==> src/hssc_defs.svh <==
// constants of the transceiver configuration register block
`ifndef HSSC_DEFS_SVH
`define HSSC_DEFS_SVH

// -----------------------------------------------------------------------------
// bus widths
// -----------------------------------------------------------------------------
`define HSSC_AW             8
`define HSSC_DW             32
`define HSSC_SW             4

// -----------------------------------------------------------------------------
// register indices (byte address is four times the index)
// -----------------------------------------------------------------------------
`define HSSC_IDX_GLOBAL     6'h01
`define HSSC_IDX_PLL        6'h02
`define HSSC_IDX_TXRX       6'h03
`define HSSC_IDX_STAT       6'h06

// -----------------------------------------------------------------------------
// reset values
// -----------------------------------------------------------------------------
`define HSSC_PLL_RST        16'h831d
`define HSSC_TXRX_RST       16'ha848
`define HSSC_GLOBAL_RST     16'h0000

// -----------------------------------------------------------------------------
// field positions of the pll register
// -----------------------------------------------------------------------------
`define HSSC_PLL_RSV_HI     15:10
`define HSSC_PLL_BW         9:8
`define HSSC_PLL_RSV7       7
`define HSSC_PLL_VCO_LOW    6
`define HSSC_PLL_RSV5       5
`define HSSC_PLL_ON         4
`define HSSC_PLL_MULT       3:0

// -----------------------------------------------------------------------------
// field positions of the transmit and receive register
// -----------------------------------------------------------------------------
`define HSSC_TR_AMPL        15:12
`define HSSC_TR_TX_ON       11
`define HSSC_TR_EQ_FREEZE   10
`define HSSC_TR_TX_RATE     9:8
`define HSSC_TR_GAIN        7:6
`define HSSC_TR_AZCAL       5:4
`define HSSC_TR_RX_ON       3
`define HSSC_TR_RX_RATE     2:0

// -----------------------------------------------------------------------------
// global and status fields
// -----------------------------------------------------------------------------
`define HSSC_GLOBAL_OFF     15
`define HSSC_STAT_W         4

// -----------------------------------------------------------------------------
// bus responses
// -----------------------------------------------------------------------------
`define HSSC_RESP_OKAY      2'h0
`define HSSC_RESP_SLVERR    2'h2

`endif

==> src/hssc_pkg.sv <==
// types shared by the transceiver configuration register block
package hssc_pkg;
   typedef logic [31:0] hssc_word_t;
   typedef logic [15:0] hssc_reg16_t;
   typedef logic [7:0]  hssc_addr_t;
   typedef logic [3:0]  hssc_strb_t;
   typedef logic [1:0]  hssc_resp_t;

   typedef enum logic [2:0] {SEL_NONE, SEL_GLOBAL, SEL_PLL, SEL_TXRX, SEL_STAT} hssc_sel_e;

   typedef struct packed {
      hssc_reg16_t pll_cfg;
      hssc_reg16_t txrx_cfg;
      logic        global_off;
      logic        aw_held;
      hssc_addr_t  aw_addr;
      logic        w_held;
      hssc_word_t  w_data;
      hssc_strb_t  w_strb;
      logic        b_valid;
      hssc_resp_t  b_resp;
      logic        r_valid;
      hssc_word_t  r_data;
      hssc_resp_t  r_resp;
      logic        wr_seen;
   } hssc_main_s;

   typedef struct packed {
      logic s1;
      logic s2;
   } hssc_sync_s;

   typedef struct packed {
      logic pll_en;
      logic tx_en;
      logic rx_en;
   } hssc_gate_s;
endpackage : hssc_pkg

==> src/hssc_pin_sync.sv <==
// two-stage synchroniser for the transceiver power-down pin
`timescale 1ns/1ps
module hssc_pin_sync
(
   input  wire logic clk,
   input  wire logic rst_n,
   input  wire logic pin_async,
   output logic      pin_sync
);
   import hssc_pkg::*;

   hssc_sync_s q_r;
   hssc_sync_s q_nxt;

   // only the second stage is read
   always_comb
   begin
      q_nxt    = q_r;
      q_nxt.s1 = pin_async;
      q_nxt.s2 = q_r.s1;
   end

   // resets to "powered down" so nothing is enabled before the pin is seen
   always_ff @(posedge clk or negedge rst_n)
   begin
      if (!rst_n)
         q_r <= '0;
      else
         q_r <= q_nxt;
   end

   assign pin_sync = q_r.s2;
endmodule : hssc_pin_sync

==> src/hssc_power_gate.sv <==
// effective enables of pll, transmitter and receiver
`timescale 1ns/1ps
module hssc_power_gate
(
   input  wire logic clk,
   input  wire logic rst_n,
   input  wire logic pll_on,
   input  wire logic transmitter_on,
   input  wire logic receiver_on,
   input  wire logic pin_up,
   input  wire logic global_off,
   output logic      pll_en,
   output logic      tx_en,
   output logic      rx_en
);
   import hssc_pkg::*;

   hssc_gate_s q_r;
   hssc_gate_s q_nxt;
   logic       powered;

   assign powered = pin_up && !global_off;

   always_comb
   begin
      q_nxt        = q_r;
      q_nxt.pll_en = pll_on && powered;
      q_nxt.tx_en  = transmitter_on && powered;
      q_nxt.rx_en  = receiver_on && powered;
   end

   always_ff @(posedge clk or negedge rst_n)
   begin
      if (!rst_n)
         q_r <= '0;
      else
         q_r <= q_nxt;
   end

   assign pll_en = q_r.pll_en;
   assign tx_en  = q_r.tx_en;
   assign rx_en  = q_r.rx_en;
endmodule : hssc_power_gate

==> src/hssc_regs.sv <==
// transceiver configuration registers behind an axi4-lite slave
// How it works
// - pll register bits 15:10 reset to 100000 and stay writable
// - pll loop bandwidth at bits 9:8, four settings, resets to 11
// - bit 6 picks vco range, zero upper end, resets to zero
// - pll on bit resets one; pll off when bit, pin or global off say so
// - pll multiplier at bits 3:0 resets to 1101, reserved codes kept as written
// - transmit amplitude at bits 15:12 resets to 1010, sixteen swing steps
// - transmitter on bit 11 resets one; gated by pin and global off
// - bit 10 freezes equalizer and long-tail correction, resets to zero
// - transmit rate divider at bits 9:8, resets to full rate
// - gain loop control at bits 7:6 resets to 01
// - auto-zero calibration mode at bits 5:4 resets to 00
// - receiver on bit 3 resets one; gated by pin and global off
// - receive rate divider at bits 2:0 resets to 000, reserved codes kept
// - pll register bits 7 and 5 reset to zero and stay writable
// - global off stops the datapath while registers stay reachable
`timescale 1ns/1ps
`include "hssc_defs.svh"
module hssc_regs
(
   input  wire logic              MCLK,
   input  wire logic              NRST,
   input  wire logic              TRANSCEIVER_GLOBAL_POWER_OFF_N,
   input  wire logic              AWVALID,
   output logic                   AWREADY,
   input  wire hssc_pkg::hssc_addr_t AWADDR,
   input  wire logic              WVALID,
   output logic                   WREADY,
   input  wire hssc_pkg::hssc_word_t WDATA,
   input  wire hssc_pkg::hssc_strb_t WSTRB,
   output logic                   BVALID,
   input  wire logic              BREADY,
   output hssc_pkg::hssc_resp_t   BRESP,
   input  wire logic              ARVALID,
   output logic                   ARREADY,
   input  wire hssc_pkg::hssc_addr_t ARADDR,
   output logic                   RVALID,
   input  wire logic              RREADY,
   output hssc_pkg::hssc_word_t   RDATA,
   output hssc_pkg::hssc_resp_t   RRESP,
   output logic [1:0]             PLL_LOOP_BW_SEL,
   output logic                   VCO_LOW_RANGE_SEL,
   output logic [3:0]             PLL_MULTIPLIER,
   output logic                   PLL_ON_EFF,
   output logic [3:0]             TX_OUTPUT_AMPLITUDE,
   output logic                   TX_ON_EFF,
   output logic                   EQUALIZER_FREEZE,
   output logic [1:0]             TRANSMIT_RATE_DIVIDER,
   output logic [1:0]             GAIN_LOOP_CONTROL,
   output logic [1:0]             AUTOZERO_CAL_MODE,
   output logic                   RX_ON_EFF,
   output logic [2:0]             RECEIVE_RATE_DIVIDER,
   output logic                   GLOBAL_POWER_OFF
);
   import hssc_pkg::*;

   // -------------------------------------------------------------------------
   // state
   // -------------------------------------------------------------------------
   hssc_main_s q_r;
   hssc_main_s q_nxt;
   hssc_sel_e  sel_w;
   hssc_sel_e  sel_r;
   logic       pin_up;
   logic       aw_ready;
   logic       w_ready;
   logic       ar_ready;
   logic       wr_fire;

   // -------------------------------------------------------------------------
   // functions
   // -------------------------------------------------------------------------
   function automatic hssc_sel_e decode(input hssc_addr_t addr);
      if (addr == {`HSSC_IDX_GLOBAL, 2'h0})
         decode = SEL_GLOBAL;
      else if (addr == {`HSSC_IDX_PLL, 2'h0})
         decode = SEL_PLL;
      else if (addr == {`HSSC_IDX_TXRX, 2'h0})
         decode = SEL_TXRX;
      else if (addr == {`HSSC_IDX_STAT, 2'h0})
         decode = SEL_STAT;
      else
         decode = SEL_NONE;
   endfunction : decode

   // only the two low byte lanes carry register bits
   function automatic hssc_reg16_t merge16(input hssc_reg16_t old,
                                           input hssc_word_t  d,
                                           input hssc_strb_t  s);
      merge16 = old;
      if (s[0])
         merge16[7:0] = d[7:0];
      if (s[1])
         merge16[15:8] = d[15:8];
   endfunction : merge16

   function automatic hssc_word_t widen16(input hssc_reg16_t v);
      widen16 = {16'h0000, v};
   endfunction : widen16

   // -------------------------------------------------------------------------
   // pin synchroniser and power gating
   // -------------------------------------------------------------------------
   hssc_pin_sync u_pin_sync
   (
      .clk       (MCLK),
      .rst_n     (NRST),
      .pin_async (TRANSCEIVER_GLOBAL_POWER_OFF_N),
      .pin_sync  (pin_up)
   );

   hssc_power_gate u_power_gate
   (
      .clk            (MCLK),
      .rst_n          (NRST),
      .pll_on         (q_r.pll_cfg[`HSSC_PLL_ON]),
      .transmitter_on (q_r.txrx_cfg[`HSSC_TR_TX_ON]),
      .receiver_on    (q_r.txrx_cfg[`HSSC_TR_RX_ON]),
      .pin_up         (pin_up),
      .global_off     (q_r.global_off),
      .pll_en         (PLL_ON_EFF),
      .tx_en          (TX_ON_EFF),
      .rx_en          (RX_ON_EFF)
   );

   // -------------------------------------------------------------------------
   // bus handshakes
   // -------------------------------------------------------------------------
   // one write in flight: address and data are parked until the write fires, and no new ones are taken until the response leaves
   assign aw_ready = !q_r.aw_held && !q_r.b_valid;
   assign w_ready  = !q_r.w_held && !q_r.b_valid;
   assign ar_ready = !q_r.r_valid;
   assign wr_fire  = q_r.aw_held && q_r.w_held && !q_r.b_valid;
   assign sel_w    = decode(q_r.aw_addr);
   assign sel_r    = decode(ARADDR);

   // -------------------------------------------------------------------------
   // next state
   // -------------------------------------------------------------------------
   always_comb
   begin
      q_nxt = q_r;
      if (AWVALID && aw_ready)
      begin
         q_nxt.aw_held = 1'b1;
         q_nxt.aw_addr = AWADDR;
      end
      if (WVALID && w_ready)
      begin
         q_nxt.w_held = 1'b1;
         q_nxt.w_data = WDATA;
         q_nxt.w_strb = WSTRB;
      end
      if (wr_fire)
      begin
         q_nxt.aw_held = 1'b0;
         q_nxt.w_held  = 1'b0;
         q_nxt.b_valid = 1'b1;
         q_nxt.b_resp  = `HSSC_RESP_OKAY;
         q_nxt.wr_seen = 1'b1;
         // reserved fields and codes are stored as written
         case (sel_w)
            SEL_PLL:
               q_nxt.pll_cfg = merge16(q_r.pll_cfg, q_r.w_data, q_r.w_strb);
            SEL_TXRX:
               q_nxt.txrx_cfg = merge16(q_r.txrx_cfg, q_r.w_data, q_r.w_strb);
            SEL_GLOBAL:
            begin
               if (q_r.w_strb[1])
                  q_nxt.global_off = q_r.w_data[`HSSC_GLOBAL_OFF];
            end
            default:
               q_nxt.b_resp = `HSSC_RESP_SLVERR;
         endcase
      end
      else if (q_r.b_valid && BREADY)
      begin
         q_nxt.b_valid = 1'b0;
      end
      // read acceptance never looks at the power state, so reads work while powered off
      if (ARVALID && ar_ready)
      begin
         q_nxt.r_valid = 1'b1;
         q_nxt.r_resp  = `HSSC_RESP_OKAY;
         case (sel_r)
            SEL_PLL:
               q_nxt.r_data = widen16(q_r.pll_cfg);
            SEL_TXRX:
               q_nxt.r_data = widen16(q_r.txrx_cfg);
            SEL_GLOBAL:
               q_nxt.r_data = widen16({q_r.global_off, 15'h0000});
            SEL_STAT:
               q_nxt.r_data = {28'h0000000, pin_up, PLL_ON_EFF, TX_ON_EFF, RX_ON_EFF};
            default:
            begin
               q_nxt.r_data = '0;
               q_nxt.r_resp = `HSSC_RESP_SLVERR;
            end
         endcase
      end
      else if (q_r.r_valid && RREADY)
      begin
         q_nxt.r_valid = 1'b0;
      end
   end

   // -------------------------------------------------------------------------
   // registers
   // -------------------------------------------------------------------------
   always_ff @(posedge MCLK or negedge NRST)
   begin
      if (!NRST)
      begin
         q_r            <= '0;
         q_r.pll_cfg    <= `HSSC_PLL_RST;
         q_r.txrx_cfg   <= `HSSC_TXRX_RST;
         q_r.global_off <= 1'b0;
      end
      else
      begin
         q_r <= q_nxt;
      end
   end

   // -------------------------------------------------------------------------
   // outputs
   // -------------------------------------------------------------------------
   assign AWREADY = aw_ready;
   assign WREADY  = w_ready;
   assign ARREADY = ar_ready;
   assign BVALID  = q_r.b_valid;
   assign BRESP   = q_r.b_resp;
   assign RVALID  = q_r.r_valid;
   assign RDATA   = q_r.r_data;
   assign RRESP   = q_r.r_resp;

   assign PLL_LOOP_BW_SEL       = q_r.pll_cfg[`HSSC_PLL_BW];
   assign VCO_LOW_RANGE_SEL     = q_r.pll_cfg[`HSSC_PLL_VCO_LOW];
   assign PLL_MULTIPLIER        = q_r.pll_cfg[`HSSC_PLL_MULT];
   assign TX_OUTPUT_AMPLITUDE   = q_r.txrx_cfg[`HSSC_TR_AMPL];
   assign EQUALIZER_FREEZE      = q_r.txrx_cfg[`HSSC_TR_EQ_FREEZE];
   assign TRANSMIT_RATE_DIVIDER = q_r.txrx_cfg[`HSSC_TR_TX_RATE];
   assign GAIN_LOOP_CONTROL     = q_r.txrx_cfg[`HSSC_TR_GAIN];
   assign AUTOZERO_CAL_MODE     = q_r.txrx_cfg[`HSSC_TR_AZCAL];
   assign RECEIVE_RATE_DIVIDER  = q_r.txrx_cfg[`HSSC_TR_RX_RATE];
   assign GLOBAL_POWER_OFF      = q_r.global_off;
endmodule : hssc_regs

==> config.mk <==
export PLATFORM = sky130hd
export DESIGN_NAME = hssc_regs
export DESIGN_NICKNAME = d
export VERILOG_FILES = /design/src/hssc_pkg.sv /design/src/hssc_pin_sync.sv /design/src/hssc_power_gate.sv /design/src/hssc_regs.sv
export VERILOG_INCLUDE_DIRS = /design/src /design/src/src
export SDC_FILE = /design/constraint.sdc
export NUM_CORES = 1
export LEC_CHECK = 0
export BUFFER_PORTS_ARGS = -buffer_cell sky130_fd_sc_hd__buf_4
export CORE_MARGIN = 2
export CORE_UTILIZATION = 35
export CTS_CLUSTER_SIZE = 16
export DETAILED_ROUTE_END_ITERATION = 16
export PLACE_DENSITY_LB_ADDON = 0.25
export REMOVE_ABC_BUFFERS = 1
export SYNTH_ARGS = -nofsm -noshare
export SYNTH_HDL_FRONTEND = slang
export SYNTH_SLANG_ARGS = --single-unit
==> constraint.sdc <==
create_clock -name MCLK -period 1.9 [get_ports MCLK]
set_input_delay 0.38 -clock MCLK [delete_from_list [all_inputs] [get_ports MCLK]]
set_output_delay 0.38 -clock MCLK [all_outputs]
set_load 0.03 [all_outputs]
==> summary.md, run 1 <==
## Setup path
- **CP delay by family, top** simple AND/OR/NAND/NOR gates
- **endpoint class of the critical path** flip-flop
- **cell count of the worst reg-to-reg path** 5
- **slowest stage cell on the critical path** sky130_fd_sc_hd__or4_4
- **Crit path largest cell delay** 0.53 ns
- **data required time of the critical path** 2.11 ns
- **Crit Reg-Reg Endpoint** q_r[107]
- **Worst Setup Path Type** flip-flop to flip-flop
- **CP bufs+invs** 2
- **r2r startpoint** q_r[82]
- **launching element type of the critical path** flip-flop
- **worst setup path endpoint** q_r[107]
- **Worst EP arrival** 2.09 ns
- **reg-to-reg setup timing slack** 0.03 ns
- **maximum fanout encountered on the critical timing path** 8
- **launch point of the critical path** q_r[82]
- **logic depth of the worst path, buffers included** 5
- **crit-path cells** or4_4 > buf_6 > nor4_4 > buf_12 > mux2_2

## Floorplanning
- **core area** 11,300 um^2
- **Site Rows** 39
- **floorplan die height** 111 um
- **horizontal die dimension** 111 um
- **initial cell density of the core** 35.4%
- **die footprint** 12,300 um^2
- **Top Ports** 126

## Place
- **Worst Setup Slack post-DPL** -0.130 ns
- **cell total after placement** 506
- **detailed-placement wirelength estimate** 5.75 mm
- **Port Buffers** 89
- **routability congestion estimate from global placement** 0.670

## Timing
- **Fmax** 0.534 GHz
- **number of hold violations in the final report** 0
- **worst-case clock skew** 0.00791 ns
- **final critical-path required period** 1.87 ns
- **Setup TNS Final** 0 ns
- **final number of setup-violating endpoints** 0
- **RSZ-0062 raised after global routing** yes
- **final worst-path setup slack** 0.0263 ns
- **share of the clock period used by the worst path after layout** 98.6%
- **number of pins exceeding their max-slew limit in the final report** 0

## Pwr
- **Cell Pwr Density** 1210 nW/um^2
- **share of power burned in the clock network** 32.7%
- **sequential share of power** 42.8%
- **cell-internal power** 4.26 mW
- **fraction of power consumed by combinational cells** 24.4%
- **Sw Share** 29.3%
- **net load switching power** 1.76 mW
- **VDD IR-drop max** 0.000823 V
- **sum of internal, switching and leakage power** 6.02 mW
- **P_leak** 2.38 nW

## Yosys
- **post-synthesis cell type count** 32
- **Seq cells post-synth** 86
- **commonest cells in the netlist** 74 x sky130_fd_sc_hd__dfrtp_1, 58 x sky130_fd_sc_hd__mux2_2, 55 x sky130_fd_sc_hd__buf_4, 16 x sky130_fd_sc_hd__mux2i_1, 16 x sky130_fd_sc_hd__nand2_1
- **count of flip-flops with a built-in enable after synthesis** 0
- **most frequent cell after synthesis** sky130_fd_sc_hd__dfrtp_1
- **Gate Count Post-Synth** 309
- **Avg Synthesized Cell Area** 13.0 um^2
- **mapped cell area** 4010 um^2
- **total number of yosys warnings** 0
- **largest area contributor in the netlist** sky130_fd_sc_hd__dfrtp_1
- **top flip-flop cell by instance count after synthesis** sky130_fd_sc_hd__dfrtp_1
- **cells taking the most area after synthesis** sky130_fd_sc_hd__dfrtp_1 46%, sky130_fd_sc_hd__mux2_2 16%, sky130_fd_sc_hd__buf_4 10%, sky130_fd_sc_hd__dfstp_2 7.9%, sky130_fd_sc_hd__mux2i_1 4.0%
- **share of the yosys chip area belonging to registers** 54.1%
- **async set-or-reset flop fraction in the synthesized netlist** 100%
- **area fraction of the dominant cell type after synthesis** 46.2%

## Finish
- **final non-filler cell total** 523
- **fraction of layout instances using a drive strength above 1** 51.3%
- **Final #Nets** 435
- **synth-to-layout area growth** 24.1%
- **final core occ** 43.9%
- **Antenna diodes** 0

## CTS
- **total CTS buffers** 9
- **CTS clk-pin slew, worst paths** 0.06 ns
- **Clock Tree Root** sky130_fd_sc_hd__clkbuf_16
- **TritonCTS clock tree** yes
- **number of H-tree levels** 3
- **later-pin clock latency in the skew report** 0.33 ns
- **maximum count of clock buffers along a single path** 2
- **# clock sinks** 86

## Global routing
- **GRT Overall Usage** 13.5%
- **initial antenna violation count** 0
- **largest net degree at the start of global routing** 32
- **gr ovfl total** 0
- **global-route wire length before repair** 13.1 mm
- **vias in the first global route** 2,558

## Route
- **number of vias after detailed routing** 2,459
- **violation count after the first detailed-routing iteration** 57
- **average detailed-routed wire length per instance** 15.2 um
- **detailed-route wire length** 7.94 mm
- **residual antenna-violating net count after detailed routing** 0
- **drc violations** 0
- **average vias per placed instance** 4.70
- **1st-pass router iterations** 4

## Hold path
- **class of the tightest hold or removal check** input port to flip-flop

## Status
- **outcome** finished, final reports clean

## Flow run
- **number of maximum-capacitance violations** 0

==> final cells by class <==
type                            count  area [um^2]
Tap cell                          143          179
Inverter                            2         7.51
Clock buffer                       11          233
Fill cell                        1114         6350
Timing Repair Buffer              105          845
Multi-Input combinational cell    171         1440
Clock inverter                      5          100
Sequential cell                    86         2170
==> state kept, by name, indices dropped and copies added, names as in the netlist, 2 cells and up <==
name,count
PLL_MULTIPLIER,4
TRANSMIT_RATE_DIVIDER,2
RDATA,16
PLL_LOOP_BW_SEL,2
RECEIVE_RATE_DIVIDER,3
AUTOZERO_CAL_MODE,2
GAIN_LOOP_CONTROL,2
q_r,39
TX_OUTPUT_AMPLITUDE,4
==> worst register-to-register path: stages, from the launching register on <==
cell                      delay, ns
sky130_fd_sc_hd__dfrtp_1       0.37
sky130_fd_sc_hd__or4_4         0.53
sky130_fd_sc_hd__buf_6         0.16
sky130_fd_sc_hd__nor4_4        0.19
sky130_fd_sc_hd__buf_12        0.17
sky130_fd_sc_hd__mux2_2        0.33
==> per-stage QoR <==
stage | hold WS [ns] | cell area (um^2)
after floorplan | 0.0844 | 3610
after global placement | 0.328 | 4620
after detailed placement | 0.325 | 4620
after CTS | 0.157 | 4970
after global routing | 0.160 | 4970
final | 0.170 | 4970
==> logic make-up after synthesis <==
kind of cell | Yosys count | share of synthesized area (%)
other | 1 | 0.0935
DFF | 86 | 54.1
AOI/OAI and AO/OA | 27 | 5.02
and+or+nand+nor | 50 | 8.18
muxes | 76 | 20.8
buffers and inverters | 69 | 11.8
==> cells in the final DEF, fill, tap and decap left out, types with 2 or more instances in the layout <==
| cell | synthesis | routed |
|---|---|---|
| sky130_fd_sc_hd__nor2_1 | 5 | 5 |
| sky130_fd_sc_hd__nand3b_1 | 4 | 4 |
| sky130_fd_sc_hd__clkbuf_1 | 9 | 2 |
| sky130_fd_sc_hd__inv_1 | 2 | 2 |
| sky130_fd_sc_hd__clkbuf_16 | 0 | 9 |
| sky130_fd_sc_hd__clkinv_2 | 0 | 2 |
| sky130_fd_sc_hd__mux2i_1 | 16 | 16 |
| sky130_fd_sc_hd__dfstp_2 | 12 | 12 |
| sky130_fd_sc_hd__o31ai_1 | 11 | 11 |
| sky130_fd_sc_hd__nand2_1 | 16 | 16 |
| sky130_fd_sc_hd__buf_12 | 0 | 4 |
| sky130_fd_sc_hd__conb_1 | 1 | 18 |
| sky130_fd_sc_hd__mux2_2 | 58 | 58 |
| sky130_fd_sc_hd__o2bb2ai_1 | 4 | 4 |
| sky130_fd_sc_hd__o21ai_0 | 5 | 5 |
| sky130_fd_sc_hd__nand3_1 | 4 | 4 |
| sky130_fd_sc_hd__dfrtp_1 | 74 | 74 |
| sky130_fd_sc_hd__buf_4 | 55 | 99 |
| sky130_fd_sc_hd__a21o_1 | 2 | 2 |
| sky130_fd_sc_hd__nor4_4 | 4 | 4 |
| sky130_fd_sc_hd__bufinv_16 | 0 | 3 |
| sky130_fd_sc_hd__a22o_1 | 4 | 4 |
| sky130_fd_sc_hd__mux2_1 | 2 | 2 |
| sky130_fd_sc_hd__nor2b_1 | 3 | 3 |
| sky130_fd_sc_hd__and2_1 | 5 | 5 |
==> layer usage <==
layer  wire length, um  share of wire [%]  global-route usage (%)
met1              3720                 47                    18.6
met2              3650                 46                    20.6
met3               485                6.1                    3.23
met4                87                1.1                    5.43
met5                 0                  0                       0
==> worst min-delay path by stage <==
| stage | startpoint | to | slack (ns) | depth (start not counted) |
|---|---|---|---|---|
| floorplan | NRST | AUTOZERO_CAL_MODE[0] | 0.08 | 0 |
| global placement | NRST | q_r[81] | 0.33 | 1 |
| global route | TRANSCEIVER_GLOBAL_POWER_OFF_N | u_pin_sync.q_nxt[0] | 0.16 | 1 |
| finish | TRANSCEIVER_GLOBAL_POWER_OFF_N | u_pin_sync.q_nxt[0] | 0.17 | 1 |
| detailed placement | NRST | q_r[81] | 0.32 | 1 |
| CTS | TRANSCEIVER_GLOBAL_POWER_OFF_N | u_pin_sync.q_nxt[0] | 0.16 | 1 |
==> power by group through the flow <==
stage          clock network (mW)  registers [mW]  logic (mW)
2_1_floorplan                   0            2.67       0.845
3_3_place_gp                    0            2.59        1.45
3_5_place_dp                    0            2.61        1.48
4_1_cts                      2.03            2.58        1.49
5_1_grt                      2.11            2.66        1.59
6_report                     1.97            2.58        1.47
==> timing repair <==
item                                   CTS  global route
endpoints found under the hold margin   18             0
cloned                                   0             0
resized for setup                        2             1
buffers inserted                         0             0
pin swaps                                5             0
setup endpoints to repair               33            25
hold buffers                             1             0
(Power assumes the default switching activity.)
==> inputs of run 2 (changes only) <==
--- a/config.mk
+++ b/config.mk
@@ -6,7 +6,8 @@
 export SDC_FILE = /design/constraint.sdc
 export NUM_CORES = 1
 export LEC_CHECK = 0
-export BUFFER_PORTS_ARGS = -buffer_cell sky130_fd_sc_hd__buf_4
+export ABC_AREA = 1
+export BUFFER_PORTS_ARGS = -buffer_cell sky130_fd_sc_hd__buf_2
 export CORE_MARGIN = 2
 export CORE_UTILIZATION = 35
 export CTS_CLUSTER_SIZE = 16
@@ -15,4 +16,5 @@
 export REMOVE_ABC_BUFFERS = 1
 export SYNTH_ARGS = -nofsm -noshare
 export SYNTH_HDL_FRONTEND = slang
+export SYNTH_HIERARCHICAL = 1
 export SYNTH_SLANG_ARGS = --single-unit
==> summary.md, run 2 <==
## Timing
- **share of the clock period used by the worst path after layout** 80.3%, -18 points
- **number of hold violations in the final report** 0, unchanged
- **RSZ-0062 raised after global routing** no
- **Setup TNS Final** 0 ns, unchanged
- **number of pins exceeding their max-slew limit in the final report** 0, unchanged
- **final critical-path required period** 1.52 ns, -0.349 ns
- **worst-case clock skew** 0.00636 ns, -0.00154 ns
- **final number of setup-violating endpoints** 0, unchanged
- **Fmax** 0.656 GHz, +23%

## Yosys
- **count of flip-flops with a built-in enable after synthesis** 0, unchanged
- **Seq cells post-synth** 86, unchanged
- **most frequent cell after synthesis** sky130_fd_sc_hd__nand2_1
- **synthesized-area fraction occupied by ao, oa, aoi and oai cells** 9.26%, +4.2 points
- **Gate Count Post-Synth** 467, +51%
- **cells taking the most area after synthesis** sky130_fd_sc_hd__dfrtp_1 44%, sky130_fd_sc_hd__nand2_1 12%, sky130_fd_sc_hd__buf_4 10%, sky130_fd_sc_hd__dfstp_2 7.5%, sky130_fd_sc_hd__o21ai_2 6.7%
- **share of synthesized cell area in full adder, half adder and majority cells** 0%, unchanged
- **area fraction of the dominant cell type after synthesis** 43.9%, -2.2 points
- **simple logic cell fraction of the synthesized area** 21.8%, +14 points
- **total number of yosys warnings** 6, +6
- **top flip-flop cell by instance count after synthesis** sky130_fd_sc_hd__dfrtp_1
- **async set-or-reset flop fraction in the synthesized netlist** 100%, unchanged
- **share of the yosys chip area belonging to registers** 51.4%, -2.6 points
- **Avg Synthesized Cell Area** 9.02 um^2, -30%
- **mux contribution to synthesized area** 1.87%, -19 points
- **largest area contributor in the netlist** sky130_fd_sc_hd__dfrtp_1
- **post-synthesis xor/xnor area fraction** 0%, unchanged
- **mapped cell area** 4210 um^2, +5.1%
- **post-synthesis cell type count** 22, -31%
- **commonest cells in the netlist** 131 x sky130_fd_sc_hd__nand2_1, 74 x sky130_fd_sc_hd__dfrtp_1, 57 x sky130_fd_sc_hd__buf_4, 39 x sky130_fd_sc_hd__nor2_1, 33 x sky130_fd_sc_hd__inv_1
- **largest family of logic cells by synthesized area** simple AND/OR/NAND/NOR gates

## Pwr
- **VDD IR-drop max** 0.000946 V, +15%
- **P_leak** 2.53 nW, +6.2%
- **Cell Pwr Density** 1430 nW/um^2, +18%

## Global routing
- **GRT Overall Usage** 14.3%, +0.80 points
- **largest net degree at the start of global routing** 87, +170%
- **global-route wire length before repair** 14.3 mm, +9.3%
- **initial antenna violation count** 0, unchanged
- **vias in the first global route** 2,890, +13%
- **gr ovfl total** 0, unchanged

## CTS
- **# Post-CTS Setup Buffers** 0, unchanged
- **Clock Tree Root** sky130_fd_sc_hd__clkbuf_16
- **TritonCTS clock tree** yes
- **later-pin clock latency in the skew report** 0.33 ns, about the same
- **# clock sinks** 86, unchanged
- **maximum count of clock buffers along a single path** 2, unchanged
- **CTS clk-pin slew, worst paths** 0.06 ns, about the same
- **hold buffers post-CTS** 0, -1
- **total CTS buffers** 9, unchanged
- **number of gates resized after CTS** 0, -2
- **number of H-tree levels** 3, unchanged

## Route
- **average detailed-routed wire length per instance** 12.9 um, -15%
- **1st-pass router iterations** 4, unchanged
- **residual antenna-violating net count after detailed routing** 0, unchanged
- **average vias per placed instance** 4.42, -6.1%
- **detailed-route wire length** 8.73 mm, +9.9%
- **number of vias after detailed routing** 2,977, +21%
- **violation count after the first detailed-routing iteration** 141, +150%
- **drc violations** 0, unchanged

## Finish
- **Antenna diodes** 0, unchanged
- **max FFs per register** 39, unchanged
- **final-layout fill cell count** 1,210, +8.6%
- **final design area excluding fillers** 4720 um^2, -5.0%
- **Final #Nets** 582, +34%
- **synth-to-layout area growth** 12.1%
- **register with the highest flop count** q_r
- **most frequent cells in the layout** 131 x sky130_fd_sc_hd__nand2_1, 88 x sky130_fd_sc_hd__buf_2, 74 x sky130_fd_sc_hd__dfrtp_1
- **fraction of layout instances using a drive strength above 1** 33.8%, -18 points
- **leading cell type in the layout, fill and taps excluded** sky130_fd_sc_hd__nand2_1

## Place
- **routability congestion estimate from global placement** 0.760, +13%
- **detailed-placement wirelength estimate** 5.71 mm, -0.58%
- **Port Buffers** 89, unchanged
- **placed inst area** 4460 um^2, -3.5%

## Floorplanning
- **die footprint** 12,900 um^2, +4.9%
- **initial cell density of the core** 35.5%, +0.12 points
- **core area** 11,900 um^2, +4.8%
- **Site Rows** 40, +2.6%
- **horizontal die dimension** 114 um, +2.4%
- **floorplan die height** 114 um, +2.4%
- **Top Ports** 126, unchanged

## Setup path
- **data required time of the critical path** 1.52 ns, -0.59 ns
- **Worst Setup Path Type** flip-flop to output pin
- **launching element type of the critical path** flip-flop
- **maximum fanout encountered on the critical timing path** 3, -5
- **endpoint class of the critical path** output pin
- **Worst EP arrival** 1.14 ns, -0.95 ns

## Hold path
- **class of the tightest hold or removal check** input port to async pin

## Flow run
- **number of maximum-capacitance violations** 0, unchanged

## Status
- **outcome** finished, final reports clean

run 2: changes by cell type after synthesis, sizes merged, moves of 5 or more:
cell | before | now
nand2 | 16 | 139
mux2 | 60 | 7
nor2 | 5 | 47
inv | 2 | 34
o21ai | 5 | 35
nand3 | 4 | 29
a21oi | 0 | 19
mux2i | 16 | 0
o31ai | 11 | 0
buf | 58 | 66
clkbuf | 9 | 2
nor4 | 6 | 0
and2 | 5 | 0
run 2: through the flow:
| step | setup WS [ns] | hold slack (ns) | util (%) | cells | power, mW |
|---|---|---|---|---|---|
| 6_report | 0.375 | 0.0563 | 39.8 | 674 | 6.75 |
| 5_1_grt | 0.303 | 0.117 | 39.8 | 674 | 7.23 |
| 4_1_cts | 0.352 | 0.100 | 39.8 | 674 | 6.87 |
| 3_5_place_dp | 0.447 | 0.355 | 37.6 | 658 | 5.21 |
| 3_3_place_gp | 0.475 | 0.367 | 37.6 | 658 | 5.14 |
| 2_1_floorplan | -0.165 | 0.0844 | - | 416 | 4.54 |
run 2: final timing paths:
check                      slack, ns  depth (start not counted)                            from                      to
hold / removal                  0.06                          2                            NRST                  BVALID
max in group asynchronous       1.42                          2                            NRST  TX_OUTPUT_AMPLITUDE[1]
min in group MCLK               0.15                          1  TRANSCEIVER_GLOBAL_POWER_OFF_N     u_pin_sync/q_nxt[0]
setup / recovery                0.38                          2                         q_r[84]                 AWREADY
setup reg to reg                0.48                          6                         q_r[77]  TX_OUTPUT_AMPLITUDE[0]
hold reg to reg                 0.38                          0             u_pin_sync/q_nxt[0]     u_pin_sync/pin_sync
run 2: layout make-up:
| cell class | instances | area [um^2] | area share, % |
|---|---|---|---|
| clock inverters | 4 | 22.5 | 0.477 |
| repair buffers | 95 | 518 | 11.0 |
| clock buffers | 12 | 246 | 5.22 |
| flip-flops and latches | 86 | 2170 | 45.9 |
| well taps | 147 | 184 | 3.89 |
| multi-input cells | 295 | 1460 | 30.8 |
| inverters | 35 | 131 | 2.78 |
run 2: routing by layer:
layer  GRT usage, %  vias to the layer above  share of wire, %
met5              0                        -                 0
met4           5.69                        0               1.5
met3           4.20                       10               6.9
met2           21.8                       99                44
met1           19.2                     1368                48
li1               -                     1500                 -
run 2: where the power goes:
part	total, mW	internal [mW]	switching [mW]	leakage [nW]
registers	2.91	2.55	0.365	1.05
clock network	1.61	0.916	0.695	0.132
logic	2.22	0.715	1.51	1.34
run 2: logic make-up (layout without fill, tap and decap cells):
family,after synthesis,count (layout)
multiplexers,7,7
flip-flops,86,86
AO/OA/AOI/OAI,54,54
other,1,18
buffers and inverters,103,146
AND/OR/NAND/NOR,216,216
run 2: worst max-delay path: stages, from the launching register on:
cell and delay [ns]:
sky130_fd_sc_hd__dfrtp_1 0.41, sky130_fd_sc_hd__nor2_1 0.18, sky130_fd_sc_hd__buf_2 0.22
==> inputs of run 3 (changes only) <==
==> constraint.sdc (replaced) <==
create_clock -name MCLK -period 1.44 [get_ports MCLK]
set_input_delay 0.288 -clock MCLK [delete_from_list [all_inputs] [get_ports MCLK]]
set_output_delay 0.288 -clock MCLK [all_outputs]
set_load 0.03 [all_outputs]
==> summary.md, run 3 (synthesis results as in run 2) <==
## Status
- **outcome** finished, final reports clean

## Pwr
- **P_leak** 2.61 nW, +3.5%
- **VDD IR-drop max** 0.00125 V, +32%
- **Cell Pwr Density** 1930 nW/um^2, +35%

## Finish
- **Final #Nets** 587, +0.86%
- **max FFs per register** 39, unchanged
- **final core occ** 41.2%, +1.4 points
- **leading cell type in the layout, fill and taps excluded** sky130_fd_sc_hd__nand2_1
- **synth-to-layout area growth** 16.0%
- **final design area excluding fillers** 4890 um^2, +3.4%
- **register with the highest flop count** q_r
- **final-layout fill cell count** 1,206, -0.33%
- **most frequent cells in the layout** 131 x sky130_fd_sc_hd__nand2_1, 86 x sky130_fd_sc_hd__buf_2, 74 x sky130_fd_sc_hd__dfrtp_1
- **fraction of layout instances using a drive strength above 1** 35.0%, +1.2 points
- **final non-filler cell total** 680, +0.89%

## CTS
- **# Post-CTS Setup Buffers** 0, unchanged
- **number of H-tree levels** 3, unchanged
- **total CTS buffers** 9, unchanged
- **TritonCTS clock tree** yes
- **Clock Tree Root** sky130_fd_sc_hd__clkbuf_16
- **maximum count of clock buffers along a single path** 2, unchanged
- **CTS clk-pin slew, worst paths** 0.06 ns, about the same
- **later-pin clock latency in the skew report** 0.34 ns, about the same
- **# clock sinks** 86, unchanged

## Floorplanning
- **core area** 11,900 um^2, unchanged
- **die footprint** 12,900 um^2, unchanged
- **initial cell density of the core** 35.5%, unchanged
- **horizontal die dimension** 114 um, unchanged
- **Site Rows** 40, unchanged
- **Top Ports** 126, unchanged
- **floorplan die height** 114 um, unchanged

## Route
- **1st-pass router iterations** 4, unchanged
- **average vias per placed instance** 4.42, +0.15%
- **detailed-route wire length** 8.72 mm, about the same
- **violation count after the first detailed-routing iteration** 163, +16%
- **average detailed-routed wire length per instance** 12.8 um, -0.92%
- **residual antenna-violating net count after detailed routing** 0, unchanged
- **number of vias after detailed routing** 3,008, +1.0%
- **drc violations** 0, unchanged

## Setup path
- **launching element type of the critical path** flip-flop
- **Worst EP arrival** 1.63 ns, +0.49 ns
- **maximum fanout encountered on the critical timing path** 16, +13
- **reg-to-reg setup timing slack** 0.02 ns, -0.46 ns
- **Crit Reg-Reg Endpoint** TRANSMIT_RATE_DIVIDER[0]
- **cell count of the worst reg-to-reg path** 6, unchanged
- **slowest stage cell on the critical path** sky130_fd_sc_hd__dfrtp_1
- **Crit path largest cell delay** 0.39 ns, -0.02 ns
- **r2r startpoint** q_r[77]
- **launch point of the critical path** q_r[77]
- **data required time of the critical path** 1.65 ns, +0.13 ns
- **Worst Setup Path Type** flip-flop to flip-flop
- **endpoint class of the critical path** flip-flop
- **CP delay by family, top** simple AND/OR/NAND/NOR gates
- **crit-path cells** nor2_2 > nand3_1 > nor2_4 > nand2_2 > nand2_1 > o21ai_2
- **CP bufs+invs** 0, -1

## Flow run
- **number of maximum-capacitance violations** 0, unchanged

## Place
- **cell total after placement** 662, +0.61%
- **placed inst area** 4520 um^2, +1.5%
- **routability congestion estimate from global placement** 0.753, -0.93%
- **detailed-placement wirelength estimate** 6.06 mm, +6.1%
- **Worst Setup Slack post-DPL** 0.00303 ns, -0.444 ns
- **Port Buffers** 89, unchanged

## Timing
- **share of the clock period used by the worst path after layout** 98.6%
- **final critical-path required period** 1.42 ns
- **final number of setup-violating endpoints** 0, unchanged
- **RSZ-0062 raised after global routing** yes
- **Post-Route Hold Slack** 0.0614 ns, +0.00509 ns
- **worst-case clock skew** 0.00517 ns, -0.00119 ns
- **number of pins exceeding their max-slew limit in the final report** 0, unchanged
- **final worst-path setup slack** 0.0196 ns, -0.355 ns
- **number of hold violations in the final report** 0, unchanged
- **Fmax** 0.704 GHz

## Global routing
- **GRT Overall Usage** 14.6%, +0.33 points
- **met1 Track Usage GR** 19.8%, +0.61 points
- **met3 Resource Use GR** 5.10%, +0.90 points
- **global-route wire length before repair** 14.6 mm, +1.6%
- **gr ovfl total** 0, unchanged
- **initial antenna violation count** 1, +1
- **vias in the first global route** 2,966, +2.6%
- **met2 track demand over resource** 21.9%, +0.12 points
- **busiest metal layer after global routing** met2
- **largest net degree at the start of global routing** 39, -55%

## Hold path
- **hold worst-path end** u_pin_sync/q_nxt[0]
- **Cells on Worst Hold Path** 1
- **Min-Delay Startpoint** TRANSCEIVER_GLOBAL_POWER_OFF_N
- **class of the tightest hold or removal check** input port to flip-flop

## run 3: worst max-delay path by stage
stage / to / slack, ns / depth (start not counted)
global route: RECEIVE_RATE_DIVIDER[1] / -0.14 / 6
floorplan: q_r[39] / -0.63 / 4
detailed placement: RRESP[1] / 0.003 / 5
finish: TRANSMIT_RATE_DIVIDER[0] / 0.02 / 6
global placement: RRESP[1] / -0.03 / 5
CTS: AWREADY / 0.006 / 2
## run 3: area by class of cell
type / instances / area (um^2) / share of cell area (%)
sequential: 86 / 2170 / 44.3
multi-input combinational: 295 / 1470 / 30.0
clock buffer: 13 / 270 / 5.53
inverter: 35 / 133 / 2.71
antenna: 1 / 2.50 / 0.0512
tap: 147 / 184 / 3.76
clock inverter: 3 / 65.1 / 1.33
timing repair buffer: 100 / 601 / 12.3
## run 3: repair_timing
item,4_1_cts,5_1_grt
gates resized for setup,2,5
hold buffers,1,0
setup endpoints to repair,2,26
endpoints found under the hold margin,18,0
gates cloned,0,0
pin swaps,0,0
## run 3: power by group
group	internal, mW	switching [mW]
registers	3.36	0.493
logic	0.992	2.01
clock network	1.66	0.899
total	6.01	3.40
## run 3: per-layer routing
metal | up-vias | share of wire [%]
li1 | 1507 | -
met1 | 1385 | 46
met2 | 104 | 44
met3 | 12 | 7.8
met4 | 0 | 1.6
met5 | - | 0
## run 3: metrics by stage
stage / setup TNS, ns / power [mW]
2_1_floorplan: -17.03 / 5.99
3_3_place_gp: -0.0686 / 6.81
4_1_cts: 0 / 9.52
6_report: 0 / 9.41
5_1_grt: -1.81 / 10.1
3_5_place_dp: 0 / 6.90
